==> src/verilog/preg_pkg.sv <==
// Shared constants and types for cyclic process-image register access
//
// Overview of operation
// - User registers read-only except register 31
// - Key 0x1235 in register 31 unlocks writes
// - Any other key value relocks writes
// - Writes stored, applied only after restart
// - Control bit 7 requests register access
// - Control bit 6 set means write
// - Control bits 5..0 carry register number
// - Data word sent high byte first
// - Host supplies write value in data word
// - Device ignores host data on reads
// - Write acknowledged with bit 6 cleared
// - Host discards data after write acknowledge
// - Read acknowledged with unchanged control byte
// - Reading register 31 returns current key
// - Reading register 32 returns feature configuration
// - Host writes 0x0000 to 31 afterwards
package preg_pkg;

  // ****************************************************************
  // Control byte fields, register numbers, keys and reset values
  // ****************************************************************
  localparam int        REQ_BIT       = 7;
  localparam int        DIR_BIT       = 6;
  localparam int        NUM_W         = 6;
  localparam int        NUM_REGS      = 64;
  localparam logic [5:0] REG_KEY      = 6'h1F;
  localparam logic [5:0] REG_FEATURE  = 6'h20;
  localparam logic [15:0] UNLOCK_KEY  = 16'h1235;
  localparam logic [15:0] LOCK_KEY    = 16'h0000;
  localparam logic [15:0] REG_RESET   = 16'h0000;
  localparam logic [7:0]  BYTE_RESET  = 8'h00;

  // ****************************************************************
  // Host controller register map (APB, byte addresses)
  // ****************************************************************
  localparam logic [7:0] APB_CMD      = 8'h00;
  localparam logic [7:0] APB_WDATA    = 8'h04;
  localparam logic [7:0] APB_STATUS   = 8'h08;
  localparam logic [7:0] APB_RDATA    = 8'h0C;
  localparam int         ST_BUSY_BIT  = 8;
  localparam int         ST_ERR_BIT   = 9;

  typedef enum logic [1:0] {
    h_idle,
    h_send,
    h_wait,
    h_drop
  } host_state_t;

  // Acknowledge expected for a given control byte
  function automatic logic [7:0] ack_of(input logic [7:0] ctrl);
    ack_of = ctrl[DIR_BIT] ? (ctrl & 8'hBF) : ctrl;
  endfunction : ack_of

endpackage : preg_pkg
==> src/verilog/preg_link_if.sv <==
// Cyclic process image link between host and device
`timescale 1ns/10ps
interface preg_link_if;
  logic [7:0] ctrl_byte;
  logic [7:0] out_hi;
  logic [7:0] out_lo;
  logic [7:0] status_byte;
  logic [7:0] in_hi;
  logic [7:0] in_lo;

  modport host (
    output ctrl_byte,
    output out_hi,
    output out_lo,
    input  status_byte,
    input  in_hi,
    input  in_lo
  );

  modport device (
    input  ctrl_byte,
    input  out_hi,
    input  out_lo,
    output status_byte,
    output in_hi,
    output in_lo
  );
endinterface : preg_link_if

==> src/verilog/preg_host.sv <==
// Host end: APB-driven controller issuing register accesses
//
// The APB interface to the registers was decided locally.
`timescale 1ns/10ps
module preg_host (
  input  wire logic         clk,
  input  wire logic         reset,
  preg_link_if.host         link,
  input  wire logic         psel,
  input  wire logic         penable,
  input  wire logic         pwrite,
  input  wire logic [7:0]   paddr,
  input  wire logic [31:0]  pwdata,
  output logic [31:0]       prdata,
  output logic              pready,
  output logic              pslverr
);
  import preg_pkg::*;

  // ****************************************************************
  // Command registers and link sequencer
  // ****************************************************************
  host_state_t state, next_state;
  logic [7:0]  cmd, next_cmd;
  logic [15:0] wdat, next_wdat;
  logic [15:0] rdat, next_rdat;
  logic [7:0]  last_stat, next_last_stat;
  logic        err, next_err;
  logic [7:0]  ctrl, next_ctrl;
  logic [31:0] rd, next_rd;
  logic        rdy, next_rdy;
  logic        slverr, next_slverr;
  logic        acc;
  logic        fin;

  // Access phase seen, answer due next edge
  assign acc = psel && penable && !rdy;
  // Writes land at the edge that completes the transfer
  assign fin = psel && penable && rdy && pwrite;

  always_comb begin
    next_state     = state;
    next_cmd       = cmd;
    next_wdat      = wdat;
    next_rdat      = rdat;
    next_last_stat = last_stat;
    next_err       = err;
    next_ctrl      = ctrl;
    next_rd        = rd;
    next_rdy       = acc;
    // Command while a link access runs is refused
    next_slverr    = acc && pwrite && paddr == APB_CMD && state != h_idle;
    if (fin) begin
      if (paddr == APB_WDATA) begin
        next_wdat = pwdata[15:0];
      end else if (paddr == APB_CMD && !slverr) begin
        next_cmd   = pwdata[7:0] | 8'h80;
        next_err   = 1'b0;
        next_state = h_send;
      end else if (paddr == APB_CMD) begin
        next_err = 1'b1;
      end
    end
    if (acc && !pwrite) begin
      case (paddr)
        APB_CMD:    next_rd = {24'h000000, cmd};
        APB_WDATA:  next_rd = {16'h0000, wdat};
        APB_STATUS: next_rd = {22'h000000, err, state != h_idle, last_stat};
        APB_RDATA:  next_rd = {16'h0000, rdat};
        default:    next_rd = 32'h00000000;
      endcase
    end
    case (state)
      h_idle: next_ctrl = BYTE_RESET;
      h_send: begin
        next_ctrl  = cmd;
        next_state = h_wait;
      end
      h_wait: begin
        if (link.status_byte == ack_of(cmd) && ctrl == cmd) begin
          next_last_stat = link.status_byte;
          if (!cmd[DIR_BIT]) begin
            next_rdat = {link.in_hi, link.in_lo};
          end
          next_ctrl  = BYTE_RESET;
          next_state = h_drop;
        end
      end
      h_drop: begin
        next_ctrl = BYTE_RESET;
        if (link.status_byte == BYTE_RESET) begin
          next_state = h_idle;
        end
      end
      default: next_state = h_idle;
    endcase
  end

  always_ff @(posedge clk) begin
    if (reset) begin
      state     <= h_idle;
      cmd       <= BYTE_RESET;
      wdat      <= REG_RESET;
      rdat      <= REG_RESET;
      last_stat <= BYTE_RESET;
      err       <= 1'b0;
      ctrl      <= BYTE_RESET;
      rd        <= 32'h00000000;
      rdy       <= 1'b0;
      slverr    <= 1'b0;
    end else begin
      state     <= next_state;
      cmd       <= next_cmd;
      wdat      <= next_wdat;
      rdat      <= next_rdat;
      last_stat <= next_last_stat;
      err       <= next_err;
      ctrl      <= next_ctrl;
      rd        <= next_rd;
      rdy       <= next_rdy;
      slverr    <= next_slverr;
    end
  end

  assign link.ctrl_byte = ctrl;
  assign link.out_hi    = wdat[15:8];
  assign link.out_lo    = wdat[7:0];
  assign prdata         = rd;
  assign pready         = rdy;
  assign pslverr        = slverr;

endmodule : preg_host

==> src/flat_wrapper.sv <==
// flat-port wrapper written by rule: the top's interface ports become plain ports
module preg_host_flat import preg_pkg::*;
  (clk, reset, psel, penable, pwrite, paddr, pwdata, prdata, pready, pslverr, link_ctrl_byte, link_out_hi, link_out_lo, link_status_byte, link_in_hi, link_in_lo);
  preg_link_if link_i ();
  input  wire logic clk;
  input  wire logic reset;
  input  wire logic psel;
  input  wire logic penable;
  input  wire logic pwrite;
  input  wire logic [7:0] paddr;
  input  wire logic [31:0] pwdata;
  output logic [31:0] prdata;
  output logic pready;
  output logic pslverr;
  output wire logic [$bits(link_i.ctrl_byte)-1:0] link_ctrl_byte;
  output wire logic [$bits(link_i.out_hi)-1:0] link_out_hi;
  output wire logic [$bits(link_i.out_lo)-1:0] link_out_lo;
  input wire logic [$bits(link_i.status_byte)-1:0] link_status_byte;
  input wire logic [$bits(link_i.in_hi)-1:0] link_in_hi;
  input wire logic [$bits(link_i.in_lo)-1:0] link_in_lo;
  assign link_ctrl_byte = link_i.ctrl_byte;
  assign link_out_hi = link_i.out_hi;
  assign link_out_lo = link_i.out_lo;
  assign link_i.status_byte = link_status_byte;
  assign link_i.in_hi = link_in_hi;
  assign link_i.in_lo = link_in_lo;
  preg_host u_core (.clk(clk), .reset(reset), .link(link_i), .psel(psel), .penable(penable), .pwrite(pwrite), .paddr(paddr), .pwdata(pwdata), .prdata(prdata), .pready(pready), .pslverr(pslverr));
endmodule
==> config.mk <==
export PLATFORM = sky130hd
export DESIGN_NAME = preg_host_flat
export DESIGN_NICKNAME = d
export VERILOG_FILES = /design/src/verilog/preg_pkg.sv /design/src/verilog/preg_link_if.sv /design/src/verilog/preg_host.sv /design/src/flat_wrapper.sv
export SDC_FILE = /design/constraint.sdc
export NUM_CORES = 1
export LEC_CHECK = 0
export ABC_AREA = 0
export BUFFER_PORTS_ARGS = -buffer_cell sky130_fd_sc_hd__buf_2
export CORE_MARGIN = 8
export CORE_UTILIZATION = 50
export DETAILED_ROUTE_END_ITERATION = 7
export GPL_TIMING_DRIVEN = 0
export PLACE_DENSITY = 0.8
export SETUP_SLACK_MARGIN = 0.5
export SYNTH_ARGS = -nofsm -noshare
export SYNTH_HDL_FRONTEND = slang
export SYNTH_SLANG_ARGS = --single-unit
==> constraint.sdc <==
create_clock -name clk -period 2.8 [get_ports clk]
set_clock_uncertainty 0.05 [all_clocks]
set_input_delay 0.14 -clock clk [delete_from_list [all_inputs] [get_ports clk]]
set_output_delay 0.14 -clock clk [all_outputs]
set_load 0.05 [all_outputs]
---- Word level (Yosys, flattened, before mapping) ----
Cells that the tools add are included.
operators by class
  add/sub/neg operators ................... 0
  bitwise gates (word level) .............. 2
  shift operators ......................... 0
  equal/unequal tests ..................... 9
  div/mod/pow operators ................... 0
  reductions and logical operators ........ 24
  $lt $le $gt $ge ......................... 0
  muxes and demuxes ....................... 11
  $mul .................................... 0
operators with widths
  cell                                                                   count
  16-bit case mux with 4 select lines                                    1
  8-bit case mux with 3 select lines                                     1
  8-bit by 4-bit equality test with 1-bit output, second input constant  2
  8-bit equality test                                                    2
  8-bit zero test                                                        2
  1-bit logical AND                                                      10
  2-bit 2-to-1 mux                                                       5
  3-bit AND reduction                                                    3
  8-bit by 3-bit equality test with 1-bit output, second input constant  1
  8-bit 2-to-1 mux                                                       1
  2-bit case mux with 3 select lines                                     1
  2-bit equality test, second input constant                             2
  2-bit AND reduction                                                    2
  2-bit nonzero test                                                     2
  1-bit zero test                                                        3
  2-bit by 1-bit equality test with 1-bit output, second input constant  1
  2-bit zero test                                                        1
  1-bit 2-to-1 mux                                                       2
  2-bit by 1-bit != test with 1-bit output, second input constant        1
  1-bit NOT                                                              2
  2-bit OR reduction                                                     1
word-level totals
  register bits ........................... 93
  output and inout port bits .............. 58
  memory bits (read-only) ................. 0
  logic and storage cells ................. 56
  bits in latches ......................... 0
  bits in writable memories ............... 0
  bits of input ports ..................... 69
  memories kept ........................... 0

---- Longest topological paths before layout ----
Gate-level depths: netlist of run 1.
  word-level depth ........................ 7
  gate-level depth with buffers ........... 6
  depth with buffers taken out ............ 4

---- Least setup slack after synthesis of run 1 ----
OpenSTA, ideal clock, no wires.
  kind .................................... register -> register
  start ................................... register u_core.ctrl[2], in the netlist u_core.link.ctrl_byte[2]
  end ..................................... register u_core.rdat[10]
  stages on the path, launching flop included .. 6
  library setup time ...................... 0.072 ns
  data required time ...................... 2.678 ns
  arrival time ............................ 2.144 ns
  setup slack ............................. 0.535 ns
  path through ............................ dfxtp_1 or3_1 a211o_4 nor4_4 buf_6 mux2i_1
on the way
  word-level cells in the longest chain between the ends .. 3
ends and longest elaborated chain
  item                           RTL line          source
  from (decl)                    preg_host.sv:29   logic [7:0] ctrl, next_ctrl;
  from (signal assigned)         preg_host.sv:118  ctrl <= next_ctrl;
  8-bit equality test            preg_host.sv:80   if (link.status_byte == ack_of(cmd) && ctrl == cmd) begin
  1-bit logical AND              preg_host.sv:80
  3-bit AND reduction (no line)  n/a
  to (signal assigned)           preg_host.sv:115  rdat <= next_rdat;
  to (decl)                      preg_host.sv:26   logic [15:0] rdat, next_rdat;
No other way between the ends.
A chain may end at the register's enable or synchronous reset.

---- Worst setup path in the final report of run 1 ----
  start ................................... register u_core.cmd[2]
  end ..................................... register u_core.last_stat[1]
on the way
  word-level cells in the longest chain between the ends .. 3
  elaborated cells between the ends (all ways) .. 4
  classes of those cells .................. eq/ne (2); reduce/logical (2)
ends and longest elaborated chain
  item                             RTL line          source
  from (decl)                      preg_host.sv:24   logic [7:0] cmd, next_cmd;
  from (signal assigned)           preg_host.sv:113  cmd <= next_cmd;
  8-bit equality test              preg_host.sv:80
  1-bit logical AND *              preg_host.sv:80
  2-bit AND reduction (no line) *  n/a
  to (signal assigned)             preg_host.sv:116  last_stat <= next_last_stat;
  to (decl)                        preg_host.sv:27   logic [7:0] last_stat, next_last_stat;
Every way passes the cells marked *; elsewhere a longest branch is shown, timed or not.

==> results of run 1 <==
-- final cells by class --
type,count,share of cell area
Inverter,9,0.00713
Tap cell,99,0.0261
Sequential cell,77,0.325
Buffer,43,0.0483
Timing Repair Buffer,118,0.151
Multi-Input combinational cell,283,0.387
Clock buffer,10,0.0269
Clock inverter,6,0.0285
-- worst register-to-register path, delay by kind of cell (launching register included) --
kind,cells,cell delay (ns)
muxes,1,0.28
and+or+nand+nor,2,0.97
AOI/OAI and AO/OA,1,0.38
DFF,1,0.38
-- power by group --
group	total (mW)	leakage [nW]	switching [mW]	internal (mW)
registers	1.10	0.620	0.000690	1.09
logic	0.236	1.20	0.148	0.0883
clock network	1.11	0.123	0.427	0.682
total	2.44	1.94	0.575	1.87
-- state kept, by name, summed over array words and instances (netlist names) --
register               count
u_core.pready              1
u_core.rdat               16
u_core.prdata             16
u_core.wdat               16
u_core.last_stat           8
u_core.err                 1
u_core.pslverr             1
u_core.link.ctrl_byte      8
u_core.state               2
u_core.cmd                 8
-- final timing paths --
check                        from             endpoint  cells after the start
hold / removal          pwdata[4]        u_core.cmd[4]                      3
hold reg to reg   u_core.rdat[10]      u_core.rdat[10]                      2
setup reg to reg    u_core.cmd[2]  u_core.last_stat[1]                      4
setup / recovery    u_core.cmd[2]  u_core.last_stat[1]                      4
-- what timing repair did --
item	4_1_cts	5_1_grt
hold buffers	24	0
endpoints found under the setup margin	10	0
endpoints found under the hold margin	24	0
buffers inserted	1	0
-- cell usage in the layout, fill, tap and decap left out, types with 8 or more instances in the layout --
cell type and n:
buf_2 93, nor2_1 17, mux2i_1 23, dfxtp_1 77, clkbuf_8 9, nand2_1 57
buf_4 17, a21oi_1 26, o21ai_0 25, dlygate4sd3_1 24, a32o_1 9, conb_1 16
a22oi_1 8, nand3_1 26, o31ai_1 8, mux4_2 8, inv_1 9, clkbuf_1 26
-- cell families after synthesis --
kind of cell	Yosys count	synth area share
flip-flops	77	0.430
multiplexers	38	0.137
XOR/XNOR	1	0.00245
other	1	0.00105
buffers and inverters	52	0.0734
AO/OA/AOI/OAI	87	0.158
AND/OR/NAND/NOR	141	0.198
-- layer usage --
metal  global-route usage  routed length [um]  vias to the layer above
met5                    0                   0                        -
met4                0.121                 405                        0
met3               0.0622                1100                       39
met2                0.379                5550                      215
met1                0.258                4480                     1718
li1                     -                   -                     1690
==> results.toml, run 1 <==
[synthesis]
synth_enable_flop_cells = 0
synth_area_leader_cell = "dfxtp_1"
synth.distinct_cells = 42
synthTopCellsByArea = "dfxtp_1 (43%), mux2i_1 (6.4%), nand2_1 (6.0%), mux4_2 (5.0%), a21oi_1 (3.6%)"
synthTopCellsByCount = "dfxtp_1 (77), nand2_1 (57), a21oi_1 (26), nand3_1 (26)"
ys_warn_count = 0
synth.ff_latch_count = 77
avgSynthCellArea_um2 = 9.02
netlist_area_um2 = 3580
synth-main-ff-cell = "dfxtp_1"
post-synth-top-count-cell = "dfxtp_1"
synth_top_area_share = 0.430
netlist_instances = 397
ys_seq_area_frac = 0.430
synthArstFlopShare = 0

[cells_and_area]
fin_cells = 645
multi_input_area_um2 = 1830
diodes = 0
drive_above_1_share = 0.277
fill_cells = 583
regArea_um2 = 1540
final_nets = 610
finalInstanceArea_um2 = 4740
utilization = 0.667
syn2layout_area_growth_pct = 32.3

[floorplan]
die-area_um2 = 10100
die_w_um = 101
std_cell_rows = 31
die_height_um = 101
initial_core_util = 0.504
coreArea_um2 = 7100
ios = 127

[clock_network]
cts_tree = "done"
cts.htree.levels = 3
cts-resized-gates = 0
cts_max_path_buffers = 2
root_buffer = "clkbuf_8"
path_clk_slew_ns = 0.08
cts_inserted_buffers = 9
clk_latency_ns = 0.36
cts_sinks = 77

[pwr]
vdd_drop_max_mv = 0.390
totalPowerFinal_mw = 2.44
powerDensity_nw_per_um2 = 515
leakagePower_nw = 1.94

[sta]
hold_ws_ns = 0.0188
slew_violations = 0
finalSetupTns_ns = 0
layout_setup_ws_ns = 0.662
setup_viol_count_final = 0
hold_viol = 0
max_slew_margin = 0.434
worst_pin_slew_ns = 0.842
fmax_mhz = 468
min_period_ns = 2.14
fin_crit_sh = 0.764
rsz0062_at_grt = "false"

[worst_setup_path]
timing.critical_path.slowest_stage_cell = "nor4_4"
worst-path-buf-inv = 0
worst_setup_path_start_kind = "flip-flop"
r2r_setup_slack_ns = 0.66
cp.arrival_ns = 2.37
cp_data_required_time_ns = 3.03
critPathCaptureType = "flip-flop"
path_max_fanout = 8
cp_cell_sequence = "or3_1 > a211o_4 > nor4_4 > mux2i_1"
max_stage_delay_ns = 0.63
crit_family = "simple AND/OR/NAND/NOR gates"
worstSetupPathType = "flip-flop to flip-flop"

[min_path]
min_path_type = "input pin to flip-flop"

[grt]
antenna_found_initial = 0
gr-total-overflow = 0
gr-usage-all-layers = 0.227
grt_pass1_wl_um = 17800
grt_pass1_vias = 3604
grt_max_degree = 14

[placement]
placed_area_um2 = 4230
place_congestion = 0.892
port_buffers = 93
dp_slack_ns = 0.501
hpwl_um = 8430
placed_cells = 604

[routing]
wl_per_cell_um = 17.9
dr.pass1.iters = 5
vias = 3662
drt_iter0_markers = 275
ant_nets = 0
finalWirelength_um = 11500
drc_errors = 0
viasPerCell = 5.68

[flow_run]
maxCapViolCount = 0

[status]
status = "finished clean"
(Power assumes the default switching activity.)
==> run 2: changes to the inputs <==
- clock period: 2.8 -> 2.2 ns (I/O delays scaled with it)
==> run 2 against run 1 <==
Effect of this change: critical path depth did not move; global-route usage rose by 1.4 points; cell area increased by 5.9%; critical path type unchanged; largest power group is now sequential cells.
==> results.toml, run 2 (synthesis gave the netlist of run 1 again) <==
[placement]
hpwl_um = 8450
place_congestion = 0.919
placed_cells = 604
dp_slack_ns = -0.0237
port_buffers = 93

[worst_setup_path]
worstReg2RegEnd = "u_core.state[1]"
cp_data_required_time_ns = 2.42
timing.critical_path.slowest_stage_cell = "or4_4"
r2r_cells = 4
cp.arrival_ns = 2.14
path_max_fanout = 4
worst-path-buf-inv = 0
worst_setup_path_start_kind = "flip-flop"
worstSetupPathType = "flip-flop to flip-flop"
crit_family = "simple AND/OR/NAND/NOR gates"
cp_cell_sequence = "or3_4 > a211o_4 > or4_4 > a221oi_2"
r2r_setup_slack_ns = 0.28
r2r-start = "u_core.link.ctrl_byte[2]"
critPathCaptureType = "flip-flop"
max_stage_delay_ns = 0.44

[routing]
ant_nets = 0
wl_per_cell_um = 18.1
dr.pass1.iters = 5
finalWirelength_um = 12100
drt_iter0_markers = 260
drc_errors = 0
viasPerCell = 5.64
vias = 3767

[sta]
layout_setup_ws_ns = 0.276
min_period_ns = 1.92
fin_crit_sh = 0.875
setup_viol_count_final = 0
finalSetupTns_ns = 0
hold_ws_ns = 0.0191
rsz0062_at_grt = "true"
fmax_mhz = 520
hold_viol = 0
slew_violations = 0
worst_pin_slew_ns = 0.683
max_slew_margin = 0.543

[min_path]
hold_end = "u_core.last_stat[5]"
holdCritStartpoint = "link_status_byte[5]"
worst_hold_path.num_cells = 3
min_path_type = "input pin to flip-flop"

[floorplan]
die-area_um2 = 10100
ios = 127
std_cell_rows = 31
die_height_um = 101
initial_core_util = 0.504
coreArea_um2 = 7100
die_w_um = 101

[cells_and_area]
mostFrequentLayoutCell = "buf_2"
syn2layout_area_growth_pct = 40.1
final_nets = 633
fin_cells = 668
drive_above_1_share = 0.339
final_cell_mix = "buf_2 (93), dfxtp_1 (67), nand2_1 (57), dlygate4sd3_1 (38)"
diodes = 0

[clock_network]
cts_sinks = 77
cts_tree = "done"
cts.htree.levels = 3
cts_max_path_buffers = 2
cts_inserted_buffers = 9
clk_latency_ns = 0.36
root_buffer = "clkbuf_8"
path_clk_slew_ns = 0.08

[grt]
grt_pass1_vias = 3825
grt_max_degree = 14
antenna_found_initial = 0
gr-usage-all-layers = 0.241
gr-total-overflow = 0
grt_pass1_wl_um = 19100

[pwr]
powerDensity_nw_per_um2 = 562
clockPowerShare = 0.389
internal-power_mw = 2.08
pwr-share-seq = 0.494
swShare = 0.263
leakagePower_nw = 2.09
vdd_drop_max_mv = 0.358
p_switching_mw = 0.742
comb_power_share = 0.116

[status]
status = "finished clean"

[flow_run]
maxCapViolCount = 0
==> run 2: how the worst max path moves through the flow <==
stage	endpoint	start	slack, ns	cells past startpoint
floorplan	u_core.rdat[10]	u_core.link.ctrl_byte[2]	0.16	5
global placement	u_core.rdat[15]	u_core.link.ctrl_byte[2]	0.06	5
detailed placement	u_core.rdat[9]	u_core.link.ctrl_byte[2]	-0.02	5
CTS	u_core.rdat[5]	u_core.link.ctrl_byte[2]	0.27	6
global route	u_core.state[1]	u_core.link.ctrl_byte[2]	0.22	4
finish	u_core.state[1]	u_core.link.ctrl_byte[2]	0.28	4
==> run 2: worst min-delay path: cells and delay by family <==
kind / cells / cell delay [ns]
buf+inv: 1 / 0.13
simple gates: 1 / 0.07
mux: 1 / 0.07
==> run 2: layer usage <==
| layer | up-vias | track usage | share of wire |
|---|---|---|---|
| li1 | 1750 | - | - |
| met1 | 1774 | 0.277 | 0.39 |
| met2 | 196 | 0.396 | 0.48 |
| met3 | 47 | 0.0635 | 0.094 |
| met4 | 0 | 0.137 | 0.044 |
| met5 | - | 0 | 0 |
==> run 2: final cells by class <==
type / count / area (um^2)
Timing Repair Buffer: 141 / 947
Inverter: 9 / 33.8
Clock inverter: 6 / 61.3
Buffer: 43 / 240
Tap cell: 99 / 124
Clock buffer: 10 / 138
Fill cell: 555 / 2080
Multi-Input combinational cell: 283 / 1920
Sequential cell: 77 / 1560
==> run 2: power groups by stage <==
stage                     registers [mW]  clock network, mW  logic, mW
after floorplan                     1.43                  0      0.167
after global placement              1.43                  0      0.256
after detailed placement            1.43                  0      0.259
after CTS                           1.39               1.10      0.319
after global routing                1.39               1.15      0.352
final                               1.39               1.10      0.328
==> run 2: what timing repair did <==
| action | CTS | global route |
|---|---|---|
| buffers inserted | 7 | 2 |
| gates resized for setup | 16 | 22 |
| hold buffers | 38 | 0 |
| pin swaps | 5 | 3 |
| setup endpoints to repair | 60 | 63 |
| gates cloned | 1 | 0 |
| endpoints found under the hold margin | 43 | 0 |
==> run 2: through the flow <==
stage                     instance area, um^2   util  total power [mW]
after floorplan                          3650      -              1.60
after global placement                   4240  0.598              1.68
after detailed placement                 4240  0.598              1.68
after CTS                                4950  0.697              2.81
after global routing                     5020  0.707              2.90
final                                    5020  0.707              2.82
==> run 3: changes to the inputs <==
==> constraint.sdc (replaced) <==
create_clock -name clk -period 2.2 [get_ports clk]
set_clock_uncertainty 0.05 [all_clocks]
set_input_delay 0.33 -clock clk [delete_from_list [all_inputs] [get_ports clk]]
set_output_delay 0.33 -clock clk [all_outputs]
set_load 0.05 [all_outputs]
==> run 3 against run 2 <==
Effect of this change: combinational power shrank 16%; routed wire length shrank 3.4%; cell area shrank 5.1%; global-route usage shrank 1.3 points; die area is the same; count of clock-buffer cells in the layout is the same; largest cell class unchanged; first-iteration DRC count shrank 8.1%; sequential cell count is the same; maximum frequency grew 1.6%; clock power grew 15%; sequential power is essentially flat; critical path depth is the same.
==> results.toml, run 3 (synthesis gave the netlist of run 1 again) <==
[status]
status = "finished clean"

[cells_and_area]
mostFrequentLayoutCell = "buf_2"
diodes = 0
drive_above_1_share = 0.368
utilization = 0.670
fin_cells = 631
final_nets = 597
fill_cells = 603
final_cell_mix = "buf_2 (93), dfxtp_1 (67), nand2_1 (57), nand3_1 (26), a21oi_1 (26)"
regArea_um2 = 1560
multi_input_area_um2 = 1970
syn2layout_area_growth_pct = 32.9

[routing]
drt_iter0_markers = 239
ant_nets = 0
viasPerCell = 5.70
finalWirelength_um = 11700
vias = 3597
wl_per_cell_um = 18.5
drc_errors = 0
dr.pass1.iters = 5

[worst_setup_path]
crit_path_start = "u_core.link.ctrl_byte[2]"
critPathCaptureType = "flip-flop"
cp_cell_sequence = "or3_1 > a211o_4 > or4_4 > a221oi_2"
timing.critical_path.slowest_stage_cell = "or4_4"
worstSetupPathType = "flip-flop to flip-flop"
r2r_cells = 4
r2r_setup_slack_ns = 0.31
r2r-start = "u_core.link.ctrl_byte[2]"
cp_data_required_time_ns = 2.42
worst_setup_path_start_kind = "flip-flop"
max_stage_delay_ns = 0.45
worstReg2RegEnd = "u_core.state[1]"
path_max_fanout = 3
cp.arrival_ns = 2.12

[grt]
met2_usage = 0.371
gr-usage-met3 = 0.0725
gr-total-overflow = 0
gr-usage-all-layers = 0.228
grt_max_degree = 13
grt_util_met1 = 0.265
grt_pass1_vias = 3582
grt_pass1_wl_um = 18100
top_usage_layer = "met2"
antenna_found_initial = 0

[placement]
hpwl_um = 8560
placed_cells = 604
port_buffers = 93
dp_slack_ns = -0.145
place_congestion = 0.912

[sta]
hold_viol = 0
rsz0062_at_grt = "true"
finalSetupTns_ns = 0
slew_violations = 0
layout_setup_ws_ns = 0.306
max_slew_margin = 0.575
fmax_mhz = 528
fin_crit_sh = 0.861
min_period_ns = 1.89
setup_viol_count_final = 0
worst_pin_slew_ns = 0.635

[floorplan]
die-area_um2 = 10100
die_w_um = 101
coreArea_um2 = 7100
ios = 127
std_cell_rows = 31
die_height_um = 101
initial_core_util = 0.504

[clock_network]
cts_max_path_buffers = 2
clk_latency_ns = 0.36
path_clk_slew_ns = 0.08
cts_inserted_buffers = 9
cts.htree.levels = 3
cts_sinks = 77
root_buffer = "clkbuf_8"
cts_tree = "done"

[pwr]
vdd_drop_max_mv = 0.422
totalPowerFinal_mw = 2.93
powerDensity_nw_per_um2 = 615
leakagePower_nw = 1.98

[min_path]
holdCritStartpoint = "link_in_hi[3]"
hold_end = "u_core.rdat[11]"
min_path_type = "input pin to flip-flop"
worst_hold_path.num_cells = 3

[flow_run]
maxCapViolCount = 0
run 3: cell types whose count changed in the layout (fill, tap and decap cells not counted), sizes merged:
cell / change
inv: -1
dlygate4sd3: -38
clkbuf: +1
buf: +1
bufinv: +2
clkinvlp: -2
run 3: final cells by class:
| type | instances | area share |
|---|---|---|
| Timing Repair Buffer | 105 | 0.126 |
| Sequential cell | 77 | 0.327 |
| Clock buffer | 10 | 0.0268 |
| Tap cell | 99 | 0.0260 |
| Buffer | 43 | 0.0523 |
| Multi-Input combinational cell | 283 | 0.413 |
| Inverter | 9 | 0.00710 |
| Clock inverter | 5 | 0.0210 |
run 3: stage by stage:
stage	hold slack, ns	area, um^2
final	0.159	4760
after global routing	0.155	4760
after CTS	0.159	4630
after detailed placement	0.399	4250
after global placement	0.390	4250
after floorplan	0.380	3660
run 3: what timing repair did:
action,4_1_cts,5_1_grt
cloned,0,1
setup endpoints to repair,68,54
setup buffers,7,4
hold buffers,0,0
pin swaps,7,5
gates resized for setup,20,16
run 3: routing by layer:
layer	part of all wire	vias up
li1	-	1668
met3	0.097	35
met1	0.39	1692
met4	0.029	0
met2	0.48	202
met5	0	-
run 3: worst max-delay path: cells and delay by family, from the launching register on:
kind | cells | cell delay (ns)
AOI/OAI and AO/OA | 2 | 0.61
and+or+nand+nor | 2 | 0.80
DFF | 1 | 0.34
run 3: worst max-delay path by stage:
stage,end,slack [ns]
2_1_floorplan,u_core.rdat[10],0.16
3_5_place_dp,u_core.rdat[9],-0.14
6_report,u_core.state[1],0.31
3_3_place_gp,u_core.rdat[15],-0.1
5_1_grt,u_core.rdat[5],0.28
4_1_cts,u_core.rdat[9],0.28
run 3: where the power goes:
group / internal [mW] / leakage, nW / switching [mW]
sequential: 1.39 / 0.625 / 0.00132
clock: 0.744 / 0.116 / 0.512
combinational: 0.0904 / 1.24 / 0.186
total: 2.23 / 1.98 / 0.700
